## config.mk

```make
export PLATFORM = sky130hd
export DESIGN_NAME = uarx_rx
export DESIGN_NICKNAME = d
export VERILOG_FILES = /design/src/verilog/uarx_pkg.sv /design/src/verilog/uarx_tick.sv /design/src/verilog/uarx_fifo.sv /design/src/verilog/uarx_rx.sv
export SDC_FILE = /design/constraint.sdc
export NUM_CORES = 1
export LEC_CHECK = 0
export ABC_AREA = 1
export BUFFER_PORTS_ARGS = -buffer_cell sky130_fd_sc_hd__clkbuf_2
export CAP_MARGIN = 15
export CORE_MARGIN = 4
export CORE_UTILIZATION = 41
export CTS_CLUSTER_SIZE = 24
export DETAILED_ROUTE_END_ITERATION = 8
export PLACE_DENSITY_LB_ADDON = 0.2
export SYNTH_ARGS = -nofsm -noshare
export SYNTH_HDL_FRONTEND = slang
export SYNTH_SLANG_ARGS = --single-unit
```

## constraint.sdc

```tcl
create_clock -name mclk -period 2.9 [get_ports mclk]
set_input_delay 0 -clock mclk [delete_from_list [all_inputs] [get_ports mclk]]
set_output_delay 0 -clock mclk [all_outputs]
set_load 0.01 [all_outputs]
```

## src/verilog/uarx_pkg.sv

```systemverilog
`default_nettype none
package uarx_pkg;
    // Register bus
    localparam int          ADDR_W       = 2;
    localparam int          DATA_W       = 16;
    localparam logic [1:0]  ADDR_DATA    = 2'h0;
    localparam logic [1:0]  ADDR_STATUS  = 2'h1;
    localparam logic [1:0]  ADDR_CTRL    = 2'h2;
    localparam logic [1:0]  ADDR_BAUD    = 2'h3;
    localparam int          STAT_RXC     = 0;
    localparam int          STAT_FERR    = 1;

    // Frame geometry
    localparam int          FRAME_MAX    = 10;
    localparam logic [3:0]  FRAME_MIN_B  = 4'h5;
    localparam logic [3:0]  FRAME_MAX_B  = 4'hA;
    localparam logic [4:0]  SPB_NORMAL   = 5'h10;
    localparam logic [4:0]  SPB_DOUBLE   = 5'h08;
    localparam logic [4:0]  SF_NORMAL    = 5'h08;
    localparam logic [4:0]  SF_DOUBLE    = 5'h04;

    // Receive buffer
    localparam int          RX_BUF_DEPTH = 2;
    localparam int          RX_CNT_W     = $clog2(RX_BUF_DEPTH + 1);

    // Reset values
    localparam logic [5:0]  CTRL_RESET   = 6'h20;
    localparam logic [15:0] BAUD_RESET   = 16'h0004;

    typedef struct packed {
        logic [3:0] frame_bits;
        logic       double_speed_select;
        logic       receiver_enable_bit;
    } uarx_ctrl_t;

    typedef struct packed {
        logic       frame_error_flag;
        logic [9:0] data;
    } uarx_frame_t;

    typedef enum logic [1:0] {
        RX_IDLE  = 2'b00,
        RX_START = 2'b01,
        RX_BITS  = 2'b11
    } uarx_state_t;
endpackage : uarx_pkg
`default_nettype wire

```

## src/verilog/uarx_tick.sv

```systemverilog
`timescale 1ns/1ps
`default_nettype none
module uarx_tick #(
    parameter int W = 16
) (
    // Clock and reset
    input  wire logic         mclk,
    input  wire logic         resetn,
    // Control
    input  wire logic         en,
    input  wire logic [W-1:0] div,
    // Sample enable
    output var  logic         tick
);
    logic [W-1:0] cnt_r;
    logic [W-1:0] cnt_nxt;
    logic         tick_r;
    logic         tick_nxt;

    always_comb begin
        cnt_nxt  = cnt_r;
        tick_nxt = 1'b0;
        if (!en) begin
            cnt_nxt = '0;
        end else if (cnt_r >= div) begin
            cnt_nxt  = '0;
            tick_nxt = 1'b1;
        end else begin
            cnt_nxt = cnt_r + W'(1);
        end
    end

    always_ff @(posedge mclk) begin
        if (!resetn) begin
            cnt_r  <= '0;
            tick_r <= 1'b0;
        end else begin
            cnt_r  <= cnt_nxt;
            tick_r <= tick_nxt;
        end
    end

    assign tick = tick_r;
endmodule : uarx_tick
`default_nettype wire

```

## src/verilog/uarx_fifo.sv

```systemverilog
`timescale 1ns/1ps
`default_nettype none
module uarx_fifo #(
    parameter int W     = 11,
    parameter int DEPTH = 8,
    parameter int CW    = $clog2(DEPTH + 1)
) (
    // Clock and reset
    input  wire logic          mclk,
    input  wire logic          resetn,
    input  wire logic          flush,
    // Fill side
    input  wire logic          in_valid,
    output var  logic          in_ready,
    input  wire logic [W-1:0]  in_data,
    // Drain side
    output var  logic          out_valid,
    input  wire logic          out_ready,
    output var  logic [W-1:0]  out_data,
    output var  logic [CW-1:0] count
);
    localparam int PW = (DEPTH > 1) ? $clog2(DEPTH) : 1;

    logic [W-1:0]  mem_r [DEPTH];
    logic [PW-1:0] wp_r;
    logic [PW-1:0] wp_nxt;
    logic [PW-1:0] rp_r;
    logic [PW-1:0] rp_nxt;
    logic [CW-1:0] cnt_r;
    logic [CW-1:0] cnt_nxt;
    logic          do_wr;
    logic          do_rd;

    function automatic logic [PW-1:0] bump(input logic [PW-1:0] p);
        bump = (p == PW'(DEPTH - 1)) ? '0 : p + PW'(1);
    endfunction : bump

    assign in_ready  = (cnt_r != CW'(DEPTH));
    assign out_valid = (cnt_r != '0);
    assign out_data  = mem_r[rp_r];
    assign count     = cnt_r;
    assign do_wr     = in_valid && in_ready && !flush;
    assign do_rd     = out_valid && out_ready && !flush;

    always_comb begin
        wp_nxt  = do_wr ? bump(wp_r) : wp_r;
        rp_nxt  = do_rd ? bump(rp_r) : rp_r;
        cnt_nxt = cnt_r + CW'(do_wr) - CW'(do_rd);
        if (flush) begin
            wp_nxt  = '0;
            rp_nxt  = '0;
            cnt_nxt = '0;
        end
    end

    always_ff @(posedge mclk) begin
        if (!resetn) begin
            wp_r  <= '0;
            rp_r  <= '0;
            cnt_r <= '0;
        end else begin
            wp_r  <= wp_nxt;
            rp_r  <= rp_nxt;
            cnt_r <= cnt_nxt;
        end
    end

    // Storage needs no reset; emptiness is tracked by the count
    always_ff @(posedge mclk) begin
        if (do_wr) begin
            mem_r[wp_r] <= in_data;
        end
    end
endmodule : uarx_fifo
`default_nettype wire

```

## src/verilog/uarx_rx.sv

```systemverilog
// Overview of operation
// - Disabling receiver flushes all unread characters
// - Sample at 16x, or 8x in double speed
// - Idle-to-low edge starts detection, sample one
// - Start validated on samples 8-10 or 4-6
// - Majority high start samples means noise, rewait
// - Valid start locks phase, every frame again
// - Sixteen or eight sample states per bit
// - Data and parity bits by three-sample majority
// - Recover through first stop bit, ignore others
// - Stop bit voted; zero sets frame error
// - New start edge right after stop voting
// - Double-speed bit one selects 8x sampling
// - Frames of five to ten bits supported
// - Receive-complete flag mirrors buffer not empty
// - Two-entry queue, each data read advances
`timescale 1ns/1ps
`default_nettype none
module uarx_rx #(
    parameter int BAUD_W = 16
) (
    // Clock and reset
    input  wire logic                        mclk,
    input  wire logic                        resetn,
    // Register port
    input  wire logic [uarx_pkg::ADDR_W-1:0] reg_addr,
    input  wire logic [uarx_pkg::DATA_W-1:0] reg_wdata,
    input  wire logic                        reg_wr,
    input  wire logic                        reg_rd,
    output var  logic [uarx_pkg::DATA_W-1:0] reg_rdata,
    // Serial line and status
    input  wire logic                        serial_rx_pin,
    output var  logic                        rx_complete_flag
);
    uarx_pkg::uarx_ctrl_t           ctrl_r;
    uarx_pkg::uarx_ctrl_t           ctrl_nxt;
    logic [BAUD_W-1:0]              baud_r;
    logic [BAUD_W-1:0]              baud_nxt;
    logic [uarx_pkg::DATA_W-1:0]    rdata_r;
    logic [uarx_pkg::DATA_W-1:0]    rdata_nxt;
    logic                           rxc_r;
    logic                           rx_s1_r;
    logic                           rx_s2_r;
    uarx_pkg::uarx_state_t          state_r;
    uarx_pkg::uarx_state_t          state_nxt;
    logic [4:0]                     ph_r;
    logic [4:0]                     ph_nxt;
    logic [3:0]                     bit_r;
    logic [3:0]                     bit_nxt;
    logic [1:0]                     votes_r;
    logic [1:0]                     votes_nxt;
    logic                           prev_r;
    logic                           prev_nxt;
    logic [9:0]                     shreg_r;
    logic [9:0]                     shreg_nxt;
    logic                           tick;
    logic [4:0]                     spb;
    logic [4:0]                     sf2;
    logic [3:0]                     fb;
    logic                           majv;
    logic                           push_v;
    logic                           push_rdy;
    uarx_pkg::uarx_frame_t          push_d;
    logic                           buf_valid;
    logic                           pop;
    uarx_pkg::uarx_frame_t          head;
    logic [uarx_pkg::RX_CNT_W-1:0]  buf_count;

    function automatic logic maj3(input logic [2:0] v);
        maj3 = (v[0] & v[1]) | (v[0] & v[2]) | (v[1] & v[2]);
    endfunction : maj3

    // Serial input synchroniser
    always_ff @(posedge mclk) begin
        if (!resetn) begin
            rx_s1_r <= 1'b1;
            rx_s2_r <= 1'b1;
        end else begin
            rx_s1_r <= serial_rx_pin;
            rx_s2_r <= rx_s1_r;
        end
    end

    uarx_tick #(
        .W    (BAUD_W)
    ) u_tick (
        .mclk   (mclk),
        .resetn (resetn),
        .en     (ctrl_r.receiver_enable_bit),
        .div    (baud_r),
        .tick   (tick)
    );

    // Geometry for the selected speed and frame size
    always_comb begin
        spb = ctrl_r.double_speed_select ? uarx_pkg::SPB_DOUBLE : uarx_pkg::SPB_NORMAL;
        sf2 = (ctrl_r.double_speed_select ? uarx_pkg::SF_DOUBLE
                                          : uarx_pkg::SF_NORMAL) + 5'h02;
        fb  = ctrl_r.frame_bits;
        if (fb < uarx_pkg::FRAME_MIN_B) begin
            fb = uarx_pkg::FRAME_MIN_B;
        end else if (fb > uarx_pkg::FRAME_MAX_B) begin
            fb = uarx_pkg::FRAME_MAX_B;
        end
        majv = maj3({votes_r, rx_s2_r});
    end

    // Clock and data recovery
    always_comb begin
        state_nxt = state_r;
        ph_nxt    = ph_r;
        bit_nxt   = bit_r;
        votes_nxt = votes_r;
        prev_nxt  = prev_r;
        shreg_nxt = shreg_r;
        push_v    = 1'b0;
        push_d    = '{frame_error_flag: !majv,
                      data: 10'(shreg_r >> (4'hA - fb))};
        if (!ctrl_r.receiver_enable_bit) begin
            // Disabling is immediate; a frame in flight is lost
            state_nxt = uarx_pkg::RX_IDLE;
            prev_nxt  = 1'b1;
            ph_nxt    = '0;
        end else if (tick) begin
            votes_nxt = {votes_r[0], rx_s2_r};
            case (state_r)
                uarx_pkg::RX_IDLE: begin
                    prev_nxt = rx_s2_r;
                    if (prev_r && !rx_s2_r) begin
                        state_nxt = uarx_pkg::RX_START;
                        ph_nxt    = 5'h01;
                    end
                end
                uarx_pkg::RX_START: begin
                    if (ph_r == sf2 && majv) begin
                        state_nxt = uarx_pkg::RX_IDLE;
                        prev_nxt  = rx_s2_r;
                    end else if (ph_r >= spb) begin
                        state_nxt = uarx_pkg::RX_BITS;
                        ph_nxt    = 5'h01;
                        bit_nxt   = '0;
                    end else begin
                        ph_nxt = ph_r + 5'h01;
                    end
                end
                uarx_pkg::RX_BITS: begin
                    ph_nxt = (ph_r >= spb) ? 5'h01 : ph_r + 5'h01;
                    if (ph_r == sf2) begin
                        bit_nxt = bit_r + 4'h1;
                        if (bit_r < fb) begin
                            shreg_nxt = {majv, shreg_r[9:1]};
                        end else begin
                            // Further stop bits are simply idle line
                            push_v    = 1'b1;
                            state_nxt = uarx_pkg::RX_IDLE;
                            prev_nxt  = majv;
                        end
                    end
                end
                default: begin
                    state_nxt = uarx_pkg::RX_IDLE;
                end
            endcase
        end
    end

    always_ff @(posedge mclk) begin
        if (!resetn) begin
            state_r <= uarx_pkg::RX_IDLE;
            ph_r    <= '0;
            bit_r   <= '0;
            votes_r <= 2'h3;
            prev_r  <= 1'b1;
            shreg_r <= '0;
        end else begin
            state_r <= state_nxt;
            ph_r    <= ph_nxt;
            bit_r   <= bit_nxt;
            votes_r <= votes_nxt;
            prev_r  <= prev_nxt;
            shreg_r <= shreg_nxt;
        end
    end

    // Receive queue; a full queue drops the new frame, no overrun flag kept
    uarx_fifo #(
        .W     ($bits(uarx_pkg::uarx_frame_t)),
        .DEPTH (uarx_pkg::RX_BUF_DEPTH),
        .CW    (uarx_pkg::RX_CNT_W)
    ) u_buf (
        .mclk      (mclk),
        .resetn    (resetn),
        .flush     (!ctrl_r.receiver_enable_bit),
        .in_valid  (push_v),
        .in_ready  (push_rdy),
        .in_data   (push_d),
        .out_valid (buf_valid),
        .out_ready (pop),
        .out_data  (head),
        .count     (buf_count)
    );

    // Register access
    always_comb begin
        ctrl_nxt  = ctrl_r;
        baud_nxt  = baud_r;
        rdata_nxt = '0;
        pop       = 1'b0;
        if (reg_wr) begin
            case (reg_addr)
                uarx_pkg::ADDR_CTRL: ctrl_nxt = reg_wdata[5:0];
                uarx_pkg::ADDR_BAUD: baud_nxt = reg_wdata[BAUD_W-1:0];
                default:             ctrl_nxt = ctrl_r;
            endcase
        end
        if (reg_rd) begin
            case (reg_addr)
                uarx_pkg::ADDR_DATA: begin
                    // An empty queue reads as zero, never as a stale or unwritten slot
                    rdata_nxt = buf_valid ? {6'h00, head.data} : '0;
                    pop       = buf_valid;
                end
                uarx_pkg::ADDR_STATUS: begin
                    rdata_nxt[uarx_pkg::STAT_RXC]  = buf_valid;
                    rdata_nxt[uarx_pkg::STAT_FERR] = buf_valid && head.frame_error_flag;
                end
                uarx_pkg::ADDR_CTRL: rdata_nxt = {10'h000, ctrl_r};
                uarx_pkg::ADDR_BAUD: rdata_nxt[BAUD_W-1:0] = baud_r;
                default:             rdata_nxt = '0;
            endcase
        end
    end

    always_ff @(posedge mclk) begin
        if (!resetn) begin
            ctrl_r  <= uarx_pkg::CTRL_RESET;
            baud_r  <= BAUD_W'(uarx_pkg::BAUD_RESET);
            rdata_r <= '0;
            rxc_r   <= 1'b0;
        end else begin
            ctrl_r  <= ctrl_nxt;
            baud_r  <= baud_nxt;
            rdata_r <= rdata_nxt;
            rxc_r   <= buf_valid;
        end
    end

    assign reg_rdata        = rdata_r;
    assign rx_complete_flag = rxc_r;

    property p_flush;
        @(posedge mclk) disable iff (!resetn)
        !ctrl_r.receiver_enable_bit |=> !buf_valid ##1 !rx_complete_flag;
    endproperty
    a_flush: assert property (p_flush) else $error("buffer not flushed on disable");

    property p_start_edge;
        @(posedge mclk) disable iff (!resetn)
        (ctrl_r.receiver_enable_bit && tick && state_r == uarx_pkg::RX_IDLE && prev_r && !rx_s2_r)
        |=> (state_r == uarx_pkg::RX_START && ph_r == 5'h01);
    endproperty
    a_start_edge: assert property (p_start_edge) else $error("start edge missed");

    property p_noise;
        @(posedge mclk) disable iff (!resetn)
        (ctrl_r.receiver_enable_bit && tick && state_r == uarx_pkg::RX_START && ph_r == sf2 && majv)
        |=> state_r == uarx_pkg::RX_IDLE;
    endproperty
    a_noise: assert property (p_noise) else $error("noise start accepted");

    property p_valid_start;
        @(posedge mclk) disable iff (!resetn)
        (ctrl_r.receiver_enable_bit && tick && state_r == uarx_pkg::RX_START && ph_r == sf2 && !majv)
        |=> (state_r == uarx_pkg::RX_START && ph_r == $past(ph_r) + 5'h01);
    endproperty
    a_valid_start: assert property (p_valid_start) else $error("valid start rejected");

    property p_wrap;
        @(posedge mclk) disable iff (!resetn)
        (ctrl_r.receiver_enable_bit && tick && state_r == uarx_pkg::RX_BITS && ph_r >= spb)
        |=> ph_r == 5'h01;
    endproperty
    a_wrap: assert property (p_wrap) else $error("bit phase did not wrap");

    property p_vote;
        @(posedge mclk) disable iff (!resetn)
        (ctrl_r.receiver_enable_bit && tick && state_r == uarx_pkg::RX_BITS && ph_r == sf2
         && bit_r < fb) |=> shreg_r[9] == $past(maj3({votes_r, rx_s2_r}));
    endproperty
    a_vote: assert property (p_vote) else $error("bit vote wrong");

    property p_stop;
        @(posedge mclk) disable iff (!resetn)
        push_v |-> (push_d.frame_error_flag == !maj3({votes_r, rx_s2_r}))
                   ##1 (state_r == uarx_pkg::RX_IDLE && prev_r == !$past(push_d.frame_error_flag));
    endproperty
    a_stop: assert property (p_stop) else $error("stop handling wrong");

    property p_advance;
        @(posedge mclk) disable iff (!resetn)
        (ctrl_r.receiver_enable_bit && reg_rd && reg_addr == uarx_pkg::ADDR_DATA && !push_v
         && buf_count == uarx_pkg::RX_CNT_W'(1)) |=> !buf_valid ##1 !rx_complete_flag;
    endproperty
    a_advance: assert property (p_advance) else $error("read did not advance queue");
endmodule : uarx_rx
`default_nettype wire

```

==> run summary <==
Status -> finished, final reports clean
Via/cell ratio -> 4.94
Worst-Margin Slew -> 0.808 ns
P per Cell Area -> 504 nW/um^2
Hold slack final -> 0.0549 ns
I/O pin cnt -> 40
Placed wire-length estimate -> 8770 um
Die H -> 121 um
Peak supply drop -> 0.281 mV
Clock buffer depth -> 2
Largest delay share family, worst path -> simple AND/OR/NAND/NOR gates
Worst path cell trace -> nand2_1, nand2_1, nand2_2, inv_1, o21ai_0, inv_1, ha_1, xor2_1, inv_1, nor3_1
Post-route clock period utilization -> 81.5%
TNS Setup -> 0 ns
Number of global-route vias before repair -> 4169
Largest net degree at the start of global routing -> 30
Initial Utilization -> 42.6%
TritonCTS clock tree -> yes
FF/Latch Area -> 2400 sq um
Crit Path Max Fanout -> 9
Mapped cell area -> 5210 sq um
Inserted Diodes -> 0
Crit end category -> register
Sequential share of the synthesized area -> 46.1%
Area share of the largest cell type after synthesis -> 33.5%
Synth cell count leaders -> nand2_1 (118), dfxtp_1 (87), inv_1 (83), nor2_1 (60), a21oi_1 (54)
Final hold vios -> 0
Setup bufs post-CTS -> 0
YS warnings -> 0
Buffers plus inverters on the worst setup path -> 3
TritonCTS Buffers -> 9
Post-synthesis cell count -> 645
TritonCTS Sinks -> 109
Clock Latency Late Sink -> 0.36 ns
Total number of vias -> 4338
First drt pass iteration count -> 5
Hold_buf cts -> 18
FMAX -> 423 MHz
Final nets -> 758
Comb pwr share -> 7.5%
RSZ-0062 raised after global routing -> false
Async SR Flop Fraction -> 0%
Post-synth top area cell -> dfxtp_1
Multi-input logic area -> 2410 sq um
Critical Path Start Type -> register
Width of the die -> 121 um
Share of cells above drive strength 1 -> 14.5%
Tot GR Track Use -> 17.2%
Internal power -> 2350 uW
Filler cells -> 1228
Most frequent CP cell -> inv_1
Routed len/inst -> 13.6 um
RD Place Congestion -> 0.860
Syn_nets -> 697
Max stage delay cell, worst path -> xor2_1
Prevailing post-synth register cell -> dfxtp_1
Post-synth EDFFs -> 22
Sw frac -> 23.4%
Clk_skew -> 0.0112 ns
Top cells by area, synth -> dfxtp_1 (33%), edfxtp_1 (13%), nand2_1 (8.5%), ha_1 (7.0%), inv_1 (6.0%)
Netlist cell types -> 38
Core area -> 12200 sq um
Die Area -> 14600 sq um
Final core occ -> 49.8%
Max Cap Viol -> 0
Total length of routed wires -> 11900 um
Seq pwr share -> 51.7%
CTS root buffer -> clkbuf_16
Area grow syn2layout -> 16.7%
Final ANT Viol Nets -> 0
CP peak stage delay -> 0.44 ns
Port Buf Inserts -> 39
Clock Power Share -> 40.8%
Initial DRC Count -> 331
First-pass GRT wire length -> 19900 um
Post-Syn Area per Cell -> 8.07 sq um
Leakage power -> 0.00254 uW
H-tree levels -> 3
Clock-pin transition on the worst setup and hold timing paths -> 0.07 ns
Critical Path RT -> 3.04 ns
CP arrival -> 2.51 ns
Leading cell type by number of instances after synthesis -> nand2_1
Crit Path Category -> register to register
Row cnt -> 40
Post-CTS sizing -> 0
Rel. slew slack -> 46.1%
Fin. max-slew vios -> 0
Sw Pwr -> 718 uW
DRC Markers -> 0
Post-synthesis register bit count -> 109
Min-delay worst type -> input port to register
GRT overflow -> 0
Initial antenna violation count -> 0
Post-route minimum period -> 2.36 ns
Final setup fails -> 0
## worst register-to-register path, stage by stage, from the launching register on
cell and delay, ns:
dfxtp_1 0.35, nand2_1 0.08, nand2_1 0.05, nand2_2 0.07, inv_1 0.04, o21ai_0 0.22
inv_1 0.09, ha_1 0.21, xor2_1 0.44, inv_1 0.25, nor3_1 0.34
## metal layers
layer / routed length [um] / part of all wire [%] / track usage, % / vias to the layer above
met4: 212 / 1.8 / 5.59 / 0
li1: - / - / - / 2234
met3: 491 / 4.1 / 4.44 / 18
met1: 5510 / 46 / 21.5 / 2001
met5: 0 / 0 / 0 / -
met2: 5700 / 48 / 29.0 / 85
## registers in the layout, summed over array words and instances, names as in the netlist, named ones only
| signal | cells |
|---|---|
| ph_r | 5 |
| u_buf.rp_r | 1 |
| bit_r | 4 |
| u_tick.cnt_r | 16 |
| rx_s2_r | 1 |
| u_tick.tick | 1 |
| u_buf.wp_r | 1 |
| state_r | 2 |
| u_buf.count | 2 |
| ctrl_r | 6 |
| rx_s1_r | 1 |
| rx_complete_flag | 1 |
| votes_r | 2 |
| prev_r | 1 |
| reg_rdata | 16 |
| shreg_r | 10 |
| baud_r | 16 |
| u_buf.mem_r | 22 |
## cells by family (layout without fill, tap and decap cells)
group,after synthesis,after routing,synth area share (%)
AND/OR/NAND/NOR,257,257,22.0
AO/OA/AOI/OAI,130,130,14.0
flip-flops,109,109,46.1
buffers and inverters,101,167,7.62
adder cells (fa/ha/maj),29,29,6.97
XOR/XNOR,17,17,2.86
multiplexers,2,2,0.385
## path summary, 6_finish.rpt
kind                          startpoint                          end  slack, ns  cells after the start
setup / recovery  ctrl_r[3]$_SDFFE_PN0P_  u_buf.mem_r[0][9]$_DFFE_PP_       0.54                     10
hold / removal                    reg_wr       baud_r[2]$_SDFFE_PN1P_       0.05                      4
setup reg to reg  ctrl_r[3]$_SDFFE_PN0P_  u_buf.mem_r[0][9]$_DFFE_PP_       0.54                     10
hold reg to reg       rx_s1_r$_SDFF_PN1_           rx_s2_r$_SDFF_PN1_       0.42                      1
## layout by cell type, fill, tap and decap left out, types with 4 or more instances in the layout
cell type      Yosys  routed
o21ai_1            7       7
ha_1              29      29
inv_1             83      83
a21oi_2            9       9
clkbuf_2           0      39
a21oi_1           54      54
o211ai_1           4       4
o21ai_0           44      44
nand2_1          118     118
or2_2              4       4
nand4_1            8       8
edfxtp_1          22      22
nor2_1            60      60
dfxtp_1           87      87
a221oi_1           5       5
nand3_2            4       4
xnor2_1            8       8
clkbuf_16          0       9
dlygate4sd3_1      0      18
nor3_1            16      16
nand2_2           17      17
nand3_1           21      21
buf_4              0       7
xor2_1             9       9
## stage by stage
stage	power (uW)	cells	worst slack, ns	cell area, sq um
floorplan	1760	645	0.663	5210
global placement	1820	845	0.629	5590
detailed placement	1830	845	0.574	5590
CTS	3100	879	0.552	6080
global route	3190	879	0.251	6080
finish	3060	879	0.536	6080
## power by group through the flow
stage / combinational [uW] / sequential [uW] / clock, uW
2_1_floorplan: 148 / 1610 / 0
3_3_place_gp: 207 / 1620 / 0
3_5_place_dp: 211 / 1620 / 0
4_1_cts: 232 / 1580 / 1280
5_1_grt: 263 / 1590 / 1340
6_report: 231 / 1580 / 1250
## layout make-up
class	count	area share [%]
Clock buffer	10	3.93
Clock inverter	6	1.03
Inverter	87	5.37
Multi-Input combinational cell	435	39.6
Sequential cell	109	39.5
Tap cell	168	3.46
Timing Repair Buffer	64	7.04
(Power assumes the default switching activity.)
